## src/verilog/tfpa_pkg.sv

```systemverilog
package tfpa_pkg;

    // Register byte offsets
    localparam logic [7:0] OFF_MASK   = 8'h00;
    localparam logic [7:0] OFF_FLAG   = 8'h04;
    localparam logic [7:0] OFF_ACCUM  = 8'h08;
    localparam logic [7:0] OFF_PACNT  = 8'h0C;
    localparam logic [7:0] OFF_EDGE   = 8'h10;
    localparam logic [7:0] OFF_CNT    = 8'h14;
    localparam logic [7:0] OFF_FLAG2  = 8'h18;
    localparam logic [7:0] OFF_MASK2  = 8'h1C;
    localparam logic [7:0] OFF_CMP    = 8'h20;
    localparam logic [7:0] OFF_CAP    = 8'h40;

    // Channel counts
    localparam int NUM_CMP = 5;
    localparam int NUM_CAP = 4;
    localparam int NUM_PIN = 5;

    // Flag and mask bit positions
    localparam int FLG_OC1    = 7;
    localparam int FLG_SHARED = 3;
    localparam int FLG_IC1    = 2;

    // Second status bits
    localparam int FL2_TICK = 0;
    localparam int FL2_POVF = 1;

    // Accumulator control bit positions
    localparam int PAC_DIR7  = 7;
    localparam int PAC_EN    = 6;
    localparam int PAC_MODE  = 5;
    localparam int PAC_EDGE  = 4;
    localparam int PAC_DIR3  = 3;
    localparam int PAC_SEL   = 2;
    localparam int PAC_RATE0 = 0;

    // Reset values
    localparam logic [7:0] RST_BYTE = 8'h00;

    // Gated accumulation clock divider, in clock cycles
    localparam logic [5:0] GATE_DIV_LAST = 6'h3F;

    // Periodic interrupt base period, in clock cycles
    localparam int unsigned TICK_BASE_DEFAULT = 8192;

    // AXI responses
    localparam logic [1:0] RESP_OKAY   = 2'h0;
    localparam logic [1:0] RESP_SLVERR = 2'h2;

endpackage : tfpa_pkg

```

## src/verilog/tfpa_top.sv

```systemverilog
// Summary of operation
// - Compare channel requests interrupt while its enable and compare flag set.
// - Capture channel requests interrupt while its enable and capture flag set.
// - Shared enable serves fourth capture when select is 1, else fifth compare.
// - Each mask bit enables the flag at the same bit position.
// - Writing 1 clears a flag; writing 0 leaves it unchanged.
// - Compare flag sets whenever the free counter equals the compare value.
// - Shared flag set by fourth capture or fifth compare, per select bit.
// - Capture flag sets on each selected active edge of its input.
// - Eight-bit pulse accumulator steered by three control bits.
// - Accumulator runs only when the enable bit is 1.
// - Mode bit 0 counts events; mode bit 1 accumulates gated time.
// - Event mode counts falling edges with edge bit 0, rising with 1.
// - Gated mode inhibits while input equals the edge bit.
// - Select bit 0 enables fifth compare only; 1 enables fourth capture only.
// - Two-bit field selects the periodic interrupt rate.
// - Control register holds port A bit 7 and bit 3 directions.
`timescale 1ns/100ps
module tfpa_top
    import tfpa_pkg::*;
#(
    parameter int unsigned TICK_BASE_CYCLES = TICK_BASE_DEFAULT
) (
    input  logic        aclk,
    input  logic        aresetn,
    input  logic [7:0]  s_axi_awaddr,
    input  logic        s_axi_awvalid,
    output logic        s_axi_awready,
    input  logic [31:0] s_axi_wdata,
    input  logic [3:0]  s_axi_wstrb,
    input  logic        s_axi_wvalid,
    output logic        s_axi_wready,
    output logic [1:0]  s_axi_bresp,
    output logic        s_axi_bvalid,
    input  logic        s_axi_bready,
    input  logic [7:0]  s_axi_araddr,
    input  logic        s_axi_arvalid,
    output logic        s_axi_arready,
    output logic [31:0] s_axi_rdata,
    output logic [1:0]  s_axi_rresp,
    output logic        s_axi_rvalid,
    input  logic        s_axi_rready,
    input  logic [3:0]  capture_pins,
    input  logic        accum_input_pin,
    output logic        irq,
    output logic        periodic_interrupt,
    output logic        port_a_bit7_direction,
    output logic        port_a_bit3_direction
);

    typedef struct packed {
        logic [7:0]               aw_addr;
        logic                     aw_got;
        logic [31:0]              wdata;
        logic [3:0]               wstrb;
        logic                     w_got;
        logic                     bvalid;
        logic [1:0]               bresp;
        logic                     rvalid;
        logic [31:0]              rdata;
        logic [1:0]               rresp;
        logic [7:0]               mask;
        logic [7:0]               flag;
        logic [7:0]               acc_ctl;
        logic [7:0]               pacnt;
        logic [7:0]               edge_cfg;
        logic [1:0]               flag2;
        logic [1:0]               mask2;
        logic [15:0]              cnt;
        logic [NUM_CMP-1:0][15:0] cmp;
        logic [NUM_CAP-1:0][15:0] cap;
        logic [5:0]               gdiv;
        logic [19:0]              rdiv;
        logic                     tick_pulse;
        logic [NUM_PIN-1:0]       sync1;
        logic [NUM_PIN-1:0]       sync2;
        logic [NUM_PIN-1:0]       prev;
    } tfpa_state_t;

    tfpa_state_t        state_q;
    tfpa_state_t        state_d;

    logic [NUM_CMP-1:0] cmp_hit;
    logic [NUM_CAP-1:0] cap_hit;
    logic [NUM_PIN-1:0] pin_rise;
    logic [NUM_PIN-1:0] pin_fall;
    logic [7:0]         flag_set;
    logic [7:0]         flag_clr;
    logic [1:0]         flag2_set;
    logic [1:0]         flag2_clr;
    logic               aw_fire;
    logic               w_fire;
    logic               ar_fire;
    logic               wr_go;
    logic [7:0]         wr_addr;
    logic [31:0]        wr_data;
    logic [3:0]         wr_strb;
    logic               wr_ok;
    logic               rd_ok;
    logic [31:0]        rd_word;
    logic               pa_inc;
    logic               tick_hit;
    logic [19:0]        tick_last;
    logic               shared_sel;

    function automatic logic [31:0] merge_bytes(
        input logic [31:0] old_v,
        input logic [31:0] new_v,
        input logic [3:0]  strb
    );
        logic [31:0] res;
        res = old_v;
        for (int b = 0; b < 4; b++) begin
            if (strb[b]) begin
                res[b*8 +: 8] = new_v[b*8 +: 8];
            end
        end
        return res;
    endfunction : merge_bytes

    function automatic logic addr_known(input logic [7:0] a);
        logic hit;
        hit = 1'b0;
        if (a[1:0] == 2'h0) begin
            if (a < OFF_CMP + 8'(4 * NUM_CMP)) begin
                hit = (a <= OFF_MASK2) || (a >= OFF_CMP);
            end
            if (a >= OFF_CAP && a < OFF_CAP + 8'(4 * NUM_CAP)) begin
                hit = 1'b1;
            end
        end
        return hit;
    endfunction : addr_known

    assign shared_sel = state_q.acc_ctl[PAC_SEL];

    // Edge detection on synchronised pins and compare matches
    for (genvar i = 0; i < NUM_PIN; i++) begin : g_ch
        assign pin_rise[i] = state_q.sync2[i] & ~state_q.prev[i];
        assign pin_fall[i] = ~state_q.sync2[i] & state_q.prev[i];
        assign cmp_hit[i] = state_q.cnt == state_q.cmp[i];
        if (i < NUM_CAP) begin : g_cap
            assign cap_hit[i] =
                (state_q.edge_cfg[2*i] & pin_rise[i]) |
                (state_q.edge_cfg[2*i+1] & pin_fall[i]);
        end
    end

    // Handshake outputs
    assign s_axi_awready = ~state_q.aw_got & ~state_q.bvalid;
    assign s_axi_wready  = ~state_q.w_got & ~state_q.bvalid;
    assign s_axi_arready = ~state_q.rvalid;
    assign s_axi_bvalid  = state_q.bvalid;
    assign s_axi_bresp   = state_q.bresp;
    assign s_axi_rvalid  = state_q.rvalid;
    assign s_axi_rdata   = state_q.rdata;
    assign s_axi_rresp   = state_q.rresp;

    assign port_a_bit7_direction = state_q.acc_ctl[PAC_DIR7];
    assign port_a_bit3_direction = state_q.acc_ctl[PAC_DIR3];
    assign periodic_interrupt    = state_q.tick_pulse;

    assign irq = (|(state_q.flag & state_q.mask)) |
                 (|(state_q.flag2 & state_q.mask2));

    always_comb begin
        state_d   = state_q;
        flag_set  = RST_BYTE;
        flag_clr  = RST_BYTE;
        flag2_set = 2'h0;
        flag2_clr = 2'h0;
        wr_go     = 1'b0;
        wr_addr   = state_q.aw_addr;
        wr_data   = state_q.wdata;
        wr_strb   = state_q.wstrb;
        wr_ok     = 1'b0;
        rd_ok     = 1'b0;
        rd_word   = 32'h0000_0000;
        pa_inc    = 1'b0;
        tick_hit  = 1'b0;
        tick_last = 20'h0_0000;
        aw_fire   = s_axi_awvalid & s_axi_awready;
        w_fire    = s_axi_wvalid & s_axi_wready;
        ar_fire   = s_axi_arvalid & s_axi_arready;

        // Pin synchronisers
        state_d.sync1 = {accum_input_pin, capture_pins};
        state_d.sync2 = state_q.sync1;
        state_d.prev  = state_q.sync2;

        // Free-running counter
        state_d.cnt = state_q.cnt + 16'h0001;

        // Write channel collection
        if (state_q.bvalid && s_axi_bready) begin
            state_d.bvalid = 1'b0;
        end
        if (aw_fire) begin
            state_d.aw_addr = s_axi_awaddr;
            state_d.aw_got  = 1'b1;
        end
        if (w_fire) begin
            state_d.wdata  = s_axi_wdata;
            state_d.wstrb  = s_axi_wstrb;
            state_d.w_got  = 1'b1;
        end
        if (state_d.aw_got && state_d.w_got) begin
            wr_go          = 1'b1;
            wr_addr        = state_d.aw_addr;
            wr_data        = state_d.wdata;
            wr_strb        = state_d.wstrb;
            wr_ok          = addr_known(state_d.aw_addr);
            state_d.aw_got = 1'b0;
            state_d.w_got  = 1'b0;
            state_d.bvalid = 1'b1;
            state_d.bresp  = wr_ok ? RESP_OKAY : RESP_SLVERR;
        end

        // Flag clear strobes
        if (wr_go && wr_strb[0]) begin
            if (wr_addr == OFF_FLAG) begin
                flag_clr = wr_data[7:0];
            end
            if (wr_addr == OFF_FLAG2) begin
                flag2_clr = wr_data[1:0];
            end
        end

        // Timer flag sources
        for (int i = 0; i < 4; i++) begin
            flag_set[FLG_OC1-i] = cmp_hit[i];
        end
        for (int i = 0; i < 3; i++) begin
            flag_set[FLG_IC1-i] = cap_hit[i];
        end
        flag_set[FLG_SHARED] = shared_sel ? cap_hit[NUM_CAP-1]
                                          : cmp_hit[NUM_CMP-1];

        // Capture latches
        for (int i = 0; i < NUM_CAP - 1; i++) begin
            if (cap_hit[i]) begin
                state_d.cap[i] = state_q.cnt;
            end
        end
        if (shared_sel && cap_hit[NUM_CAP-1]) begin
            state_d.cap[NUM_CAP-1] = state_q.cnt;
        end

        if (state_q.acc_ctl[PAC_EN]) begin
            if (!state_q.acc_ctl[PAC_MODE]) begin
                pa_inc = state_q.acc_ctl[PAC_EDGE] ? pin_rise[NUM_PIN-1]
                                                   : pin_fall[NUM_PIN-1];
                state_d.gdiv = 6'h00;
            end else begin
                state_d.gdiv = state_q.gdiv + 6'h01;
                if (state_q.gdiv == GATE_DIV_LAST) begin
                    state_d.gdiv = 6'h00;
                    pa_inc = state_q.sync2[NUM_PIN-1] !=
                             state_q.acc_ctl[PAC_EDGE];
                end
            end
        end else begin
            state_d.gdiv = 6'h00;
        end
        if (pa_inc) begin
            state_d.pacnt = state_q.pacnt + 8'h01;
            if (state_q.pacnt == 8'hFF) begin
                flag2_set[FL2_POVF] = 1'b1;
            end
        end

        tick_last = 20'((TICK_BASE_CYCLES <<
                    state_q.acc_ctl[PAC_RATE0 +: 2]) - 1);
        if (state_q.rdiv >= tick_last) begin
            tick_hit     = 1'b1;
            state_d.rdiv = 20'h0_0000;
        end else begin
            state_d.rdiv = state_q.rdiv + 20'h0_0001;
        end
        state_d.tick_pulse  = tick_hit;
        flag2_set[FL2_TICK] = tick_hit;

        state_d.flag  = (state_q.flag & ~flag_clr) | flag_set;
        state_d.flag2 = (state_q.flag2 & ~flag2_clr) | flag2_set;

        // Register writes
        if (wr_go && wr_ok) begin
            case (wr_addr)
                OFF_MASK: begin
                    state_d.mask = 8'(merge_bytes(32'(state_q.mask),
                                   wr_data, wr_strb));
                end
                OFF_ACCUM: begin
                    state_d.acc_ctl = 8'(merge_bytes(32'(state_q.acc_ctl),
                                      wr_data, wr_strb));
                end
                OFF_PACNT: begin
                    state_d.pacnt = 8'(merge_bytes(32'(state_d.pacnt),
                                    wr_data, wr_strb));
                end
                OFF_EDGE: begin
                    state_d.edge_cfg = 8'(merge_bytes(
                        32'(state_q.edge_cfg), wr_data, wr_strb));
                end
                OFF_MASK2: begin
                    state_d.mask2 = 2'(merge_bytes(32'(state_q.mask2),
                                    wr_data, wr_strb));
                end
                default: begin
                    for (int i = 0; i < NUM_CMP; i++) begin
                        if (wr_addr == OFF_CMP + 8'(4 * i)) begin
                            state_d.cmp[i] = 16'(merge_bytes(
                                32'(state_q.cmp[i]), wr_data,
                                wr_strb));
                        end
                    end
                end
            endcase
        end

        // Read channel
        if (state_q.rvalid && s_axi_rready) begin
            state_d.rvalid = 1'b0;
        end
        if (ar_fire) begin
            rd_ok = addr_known(s_axi_araddr);
            case (s_axi_araddr)
                OFF_MASK:  rd_word = {24'h00_0000, state_q.mask};
                OFF_FLAG:  rd_word = {24'h00_0000, state_q.flag};
                OFF_ACCUM: rd_word = {24'h00_0000, state_q.acc_ctl};
                OFF_PACNT: rd_word = {24'h00_0000, state_q.pacnt};
                OFF_EDGE:  rd_word = {24'h00_0000, state_q.edge_cfg};
                OFF_CNT:   rd_word = {16'h0000, state_q.cnt};
                OFF_FLAG2: rd_word = {30'h0000_0000, state_q.flag2};
                OFF_MASK2: rd_word = {30'h0000_0000, state_q.mask2};
                default: begin
                    for (int i = 0; i < NUM_CMP; i++) begin
                        if (s_axi_araddr == OFF_CMP + 8'(4 * i)) begin
                            rd_word = {16'h0000, state_q.cmp[i]};
                        end
                    end
                    for (int i = 0; i < NUM_CAP; i++) begin
                        if (s_axi_araddr == OFF_CAP + 8'(4 * i)) begin
                            rd_word = {16'h0000, state_q.cap[i]};
                        end
                    end
                end
            endcase
            state_d.rvalid = 1'b1;
            state_d.rdata  = rd_ok ? rd_word : 32'h0000_0000;
            state_d.rresp  = rd_ok ? RESP_OKAY : RESP_SLVERR;
        end
    end

    always_ff @(posedge aclk) begin
        if (!aresetn) begin
            state_q <= '0;
        end else begin
            state_q <= state_d;
        end
    end

endmodule : tfpa_top

```

## config.mk

```make
export PLATFORM = sky130hd
export DESIGN_NAME = tfpa_top
export DESIGN_NICKNAME = d
export VERILOG_FILES = /design/src/verilog/tfpa_pkg.sv /design/src/verilog/tfpa_top.sv
export SDC_FILE = /design/constraint.sdc
export NUM_CORES = 1
export LEC_CHECK = 0
export ABC_AREA = 1
export BUFFER_PORTS_ARGS = -buffer_cell sky130_fd_sc_hd__buf_2
export CORE_UTILIZATION = 44
export DETAILED_ROUTE_END_ITERATION = 10
export GPL_TIMING_DRIVEN = 0
export HOLD_SLACK_MARGIN = 0.03
export MAX_ROUTING_LAYER = met4
export SLEW_MARGIN = 20
export SYNTH_ARGS = -nofsm -noshare
export SYNTH_HDL_FRONTEND = slang
export SYNTH_SLANG_ARGS = --single-unit
```

## constraint.sdc

```tcl
create_clock -name aclk -period 2.2 [get_ports aclk]
set_input_delay 0 -clock aclk [delete_from_list [all_inputs] [get_ports aclk]]
set_output_delay 0 -clock aclk [all_outputs]
set_load 0.005 [all_outputs]
```

==> results by stage <==
Status:
- The run finished, with violations left.
- The checks that failed: setup timing.

Logic synthesis:
- The most used flip-flop cell after synthesis is sky130_fd_sc_hd__dfxtp_1.
- By area the synthesized netlist is led by sky130_fd_sc_hd__dfxtp_1 39%, sky130_fd_sc_hd__nand2_1 12%, sky130_fd_sc_hd__nor2_1 7.6%.
- The area fraction of the dominant cell type after synthesis is 0.3916.
- Dividing the synthesized area by the synthesized cell count gives 6.822 um^2.
- The post-synthesis async set-or-reset flop share is 0.
- Counting distinct cell types in the post-synthesis netlist gives 48.
- The top cell type by total area after synthesis is sky130_fd_sc_hd__dfxtp_1.
- The combined area of all synthesized cells is 15,030 um^2.
- The number of warning messages in the yosys log is 0.
- The post-synthesis cell count is 2,203.
- Of the synthesized area, sequential elements account for 0.3916.
- After synthesis the netlist holds a flip-flop and latch count of 294.
- Yosys mapped a number of flops with a built-in enable equal to 0.

Route:
- The total detailed-routing wirelength is 54,060 um.
- The average wire per cell in the routed design is 18.67 um.
- After detailed routing, the number of remaining DRC violations is 0.
- The number of vias per cell is 5.355.
- The via count is 15.51k.
- For this block, the initial DRC count from the detailed router was 1,443.
- In this run the remaining antenna-violating nets after routing total 0.
- The first detailed-routing pass ran for 6 iterations.

Cells and area:
- After the flow finishes, the layout carries non-filler instances totaling 2,896.
- The layout has 3,298 filler cells.
- The fraction of layout cells with a size suffix above 1 is 0.1716.
- The layout-stage area growth over the synthesis result is 26.18%.
- After routing the design area is 18,960 um^2.
- The number of antenna repair diodes is 0.
- After the last flow step, the layout net total stands at 2,491.

Global routing:
- After global routing the overflow that remains totals 0.
- The number of antenna violations at the first check in global routing is 0.
- The total routing resource utilization after global routing is 0.3074.
- Entering global routing, the biggest net connects 14 pins.
- The first global-routing pass estimated 81,130 um of wire.
- The via count of the first global-routing pass is 14.21k.

Floorplan:
- Pin placement for this block handled 109 I/O pins.
- The initial utilization of the core area, before any placement, comes to 0.4482.
- The row count is 67.
- The die outline area is 34,900 um^2.
- The core region is 33,530 um^2.
- In this run the vertical extent of the chip is 186.8 um.
- In this run the horizontal extent of the chip is 186.8 um.

Timing:
- The final period demand of the worst path is 2.297 ns.
- For the pin with the worst max-slew slack, the measured transition is 0.9924 ns.
- Across the routed clock network, the largest skew measured is 0.01892 ns.
- The total count of hold-check failures in the final report is 0.
- Setup violations remaining at the end of the flow were counted as 110.
- The number of pins exceeding their max-slew limit in the final report is 0.
- In the post-route analysis, the smallest setup slack over all paths is -0.09743 ns.
- In this run the tightest slew margin relative to its limit is 0.3384.
- The worst hold slack across all endpoints is 0.1822 ns.
- For this run, the top clock speed supported by timing is 435.3 MHz.
- Setup repair after global routing could not meet its margin everywhere.
- Of the available clock period, the critical path in the final layout requires 1.044.

Placed design:
- The count of input and output buffers is 72.
- At the placement stage, the worst setup path has a slack of -0.6618 ns.
- Detailed placement ended at an HPWL of 39,170 um.
- Once placement finished, the instance area stood at 16,040 um^2.
- The instance count after placement with tap cells included is 2,743.
- The routability congestion estimate is 0.9433.

Clock network:
- The number of clock buffers added by TritonCTS is 36.
- Clock latency on the worst-skew pair, taken at its later pin, is 0.54 ns.
- The TritonCTS clock tree is built.
- The number of H-tree branching levels is 2.
- Clock-pin slew was measured on the worst setup and hold paths at 0.06 ns.
- The maximum buffer depth of the clock tree is 3.
- CTS placed an instance of sky130_fd_sc_hd__clkbuf_16 at the clock tree root.
- Clock tree synthesis found a total of 294 sinks.

Setup path:
- STA classifies the critical path endpoint as a flop.
- The startpoint type of the worst setup path is a flop.
- The critical path start-end classification is flop to flop.
- The critical path goes through nor2_4 -> nand2_4 -> buf_8 -> nand2_2 -> nand2_2 -> nand2_2 -> nand2_2 -> nand2_4 -> nor2_4 -> nand2_4 -> nand2_4 -> nor2_4 -> clkbuf_16 -> clkbuf_16 -> nand4_1 -> nand2_1 -> nor2_1.
- The maximum fanout along the worst path is 7.
- The critical-path cell with the highest stage delay is sky130_fd_sc_hd__dfxtp_4.
- Data on the critical path arrives at its endpoint at 2.72 ns.
- The required time of the worst setup path is 2.63 ns.
- For this run, the slowest stage of the critical path takes 0.37 ns.

Worst hold path:
- The path category of the worst min-delay check is primary input to flop.

Power and ir drop:
- The share of power burned in registers is 0.393.
- Of the total power, the clock network draws 0.444.
- The net switching power figure is 3890 uW.
- The maximum VDD drop is 882.6 uV.
- The static power due to leakage is 0.007849 uW.
- The internal power is 10,040 uW.
- Of the total power, the share spent switching nets is 0.2793.
- Power spread over the standard cell area amounts to 734.5 nW/um^2.
- The proportion of power drawn by combinational gates is 0.163.

Run:
- The count of maximum capacitance violations is 0.
==> state kept, by name, summed over array words and instances (netlist names) <==
name / cells
s_axi_rdata: 16
s_axi_bresp: 1
s_axi_bvalid: 1
s_axi_rresp: 1
periodic_interrupt: 1
port_a_bit7_direction: 1
s_axi_rvalid: 1
state_q: 260
port_a_bit3_direction: 1
state_d: 10
shared_sel: 1
==> power groups by stage <==
stage          clock (uW)  combinational, uW  sequential, uW
2_1_floorplan           0                966            5560
3_3_place_gp            0               1470            5580
3_5_place_dp            0               1490            5580
4_1_cts              6260               1820            5470
5_1_grt              6510               2380            5480
6_report             6180               2270            5480
==> per-stage QoR <==
stage            util  power [uW]  setup TNS (ns)
4_1_cts        0.5441       13550               0
3_3_place_gp   0.4779        7045          -70.89
5_1_grt        0.5655       14370          -17.30
3_5_place_dp   0.4784        7070          -54.10
2_1_floorplan       -        6531               0
6_report       0.5655       13930          -5.265
==> repair_timing <==
action | 4_1_cts | 5_1_grt
setup buffers | 24 | 17
pin swaps | 20 | 57
endpoints found under the setup margin | 137 | 145
gates cloned | 2 | 11
resized for setup | 101 | 133
hold buffers | 38 | 0
endpoints found under the hold margin | 50 | 0
==> layout by cell type (no fill, tap or decap), types with 22 or more instances in the layout <==
master and count:
sky130_fd_sc_hd__nand4_1 114, sky130_fd_sc_hd__inv_1 198, sky130_fd_sc_hd__dlygate4sd3_1 38, sky130_fd_sc_hd__nor2_4 29, sky130_fd_sc_hd__nand3_1 87, sky130_fd_sc_hd__a21oi_1 174
sky130_fd_sc_hd__clkbuf_16 45, sky130_fd_sc_hd__clkbuf_1 54, sky130_fd_sc_hd__buf_2 76, sky130_fd_sc_hd__o21ai_0 129, sky130_fd_sc_hd__nand2_2 24, sky130_fd_sc_hd__nor3_1 34
sky130_fd_sc_hd__dfxtp_1 286, sky130_fd_sc_hd__xnor2_1 26, sky130_fd_sc_hd__or2_2 22, sky130_fd_sc_hd__xor2_1 29, sky130_fd_sc_hd__nor2_1 288, sky130_fd_sc_hd__nand2_1 441
sky130_fd_sc_hd__buf_4 69
==> cell type report <==
type	count	area [um^2]	area share
Buffer	141	900.9	0.04751
Clock buffer	50	1065	0.05615
Clock inverter	16	175.2	0.009237
Inverter	212	810.8	0.04276
Multi-Input combinational cell	1573	8174	0.4311
Sequential cell	294	5898	0.3110
Tap cell	448	560.5	0.02956
Timing Repair Buffer	162	1379	0.07271
==> synth_stat cells, types with 15 or more instances <==
library cell               number
sky130_fd_sc_hd__a21oi_1      176
sky130_fd_sc_hd__buf_2         16
sky130_fd_sc_hd__buf_4         44
sky130_fd_sc_hd__clkbuf_1      73
sky130_fd_sc_hd__dfxtp_1      294
sky130_fd_sc_hd__inv_1        200
sky130_fd_sc_hd__mux2i_1       15
sky130_fd_sc_hd__nand2_1      471
sky130_fd_sc_hd__nand3_1       91
sky130_fd_sc_hd__nand4_1      114
sky130_fd_sc_hd__nor2_1       303
sky130_fd_sc_hd__nor2_4        16
sky130_fd_sc_hd__nor3_1        35
sky130_fd_sc_hd__o21ai_0      147
sky130_fd_sc_hd__o22ai_1       18
sky130_fd_sc_hd__or2_2         22
sky130_fd_sc_hd__xnor2_1       26
sky130_fd_sc_hd__xor2_1        29
==> worst max-delay path: cells and delay by family (launching register included) <==
family | cells | cell delay, ns
and+or+nand+nor | 14 | 1.31
DFF | 1 | 0.37
buffers and inverters | 3 | 0.52
==> logic make-up (layout without fill, tap and decap cells) <==
kind of cell	count (synthesis)	count (layout)	synth area share
adder cells (fa/ha/maj)	7	7	0.005828
multiplexers	15	15	0.009991
flip-flops	294	294	0.3916
other	1	21	0.0002495
AO/OA/AOI/OAI	376	376	0.1310
XOR/XNOR	55	55	0.03205
buffers and inverters	357	581	0.1020
AND/OR/NAND/NOR	1098	1099	0.3272
==> worst paths after layout <==
kind | startpoint | slack, ns | cells past startpoint | to
worst max register to register | s_axi_bvalid | -0.1 | 17 | state_q[158]
worst min-delay path | accum_input_pin | 0.18 | 4 | state_d[9]
worst max-delay path | s_axi_bvalid | -0.1 | 17 | state_q[158]
worst min register to register | state_d[7] | 0.42 | 2 | state_d[2]
==> metal layers <==
metal,vias up,global-route usage,part of all wire
met5,-,-,0
met4,0,0.08764,0.029
met3,108,0.03659,0.069
met2,609,0.4852,0.46
met1,7198,0.4136,0.45
li1,7593,-,-
Note: power is estimated with default switching activity, not from simulation.
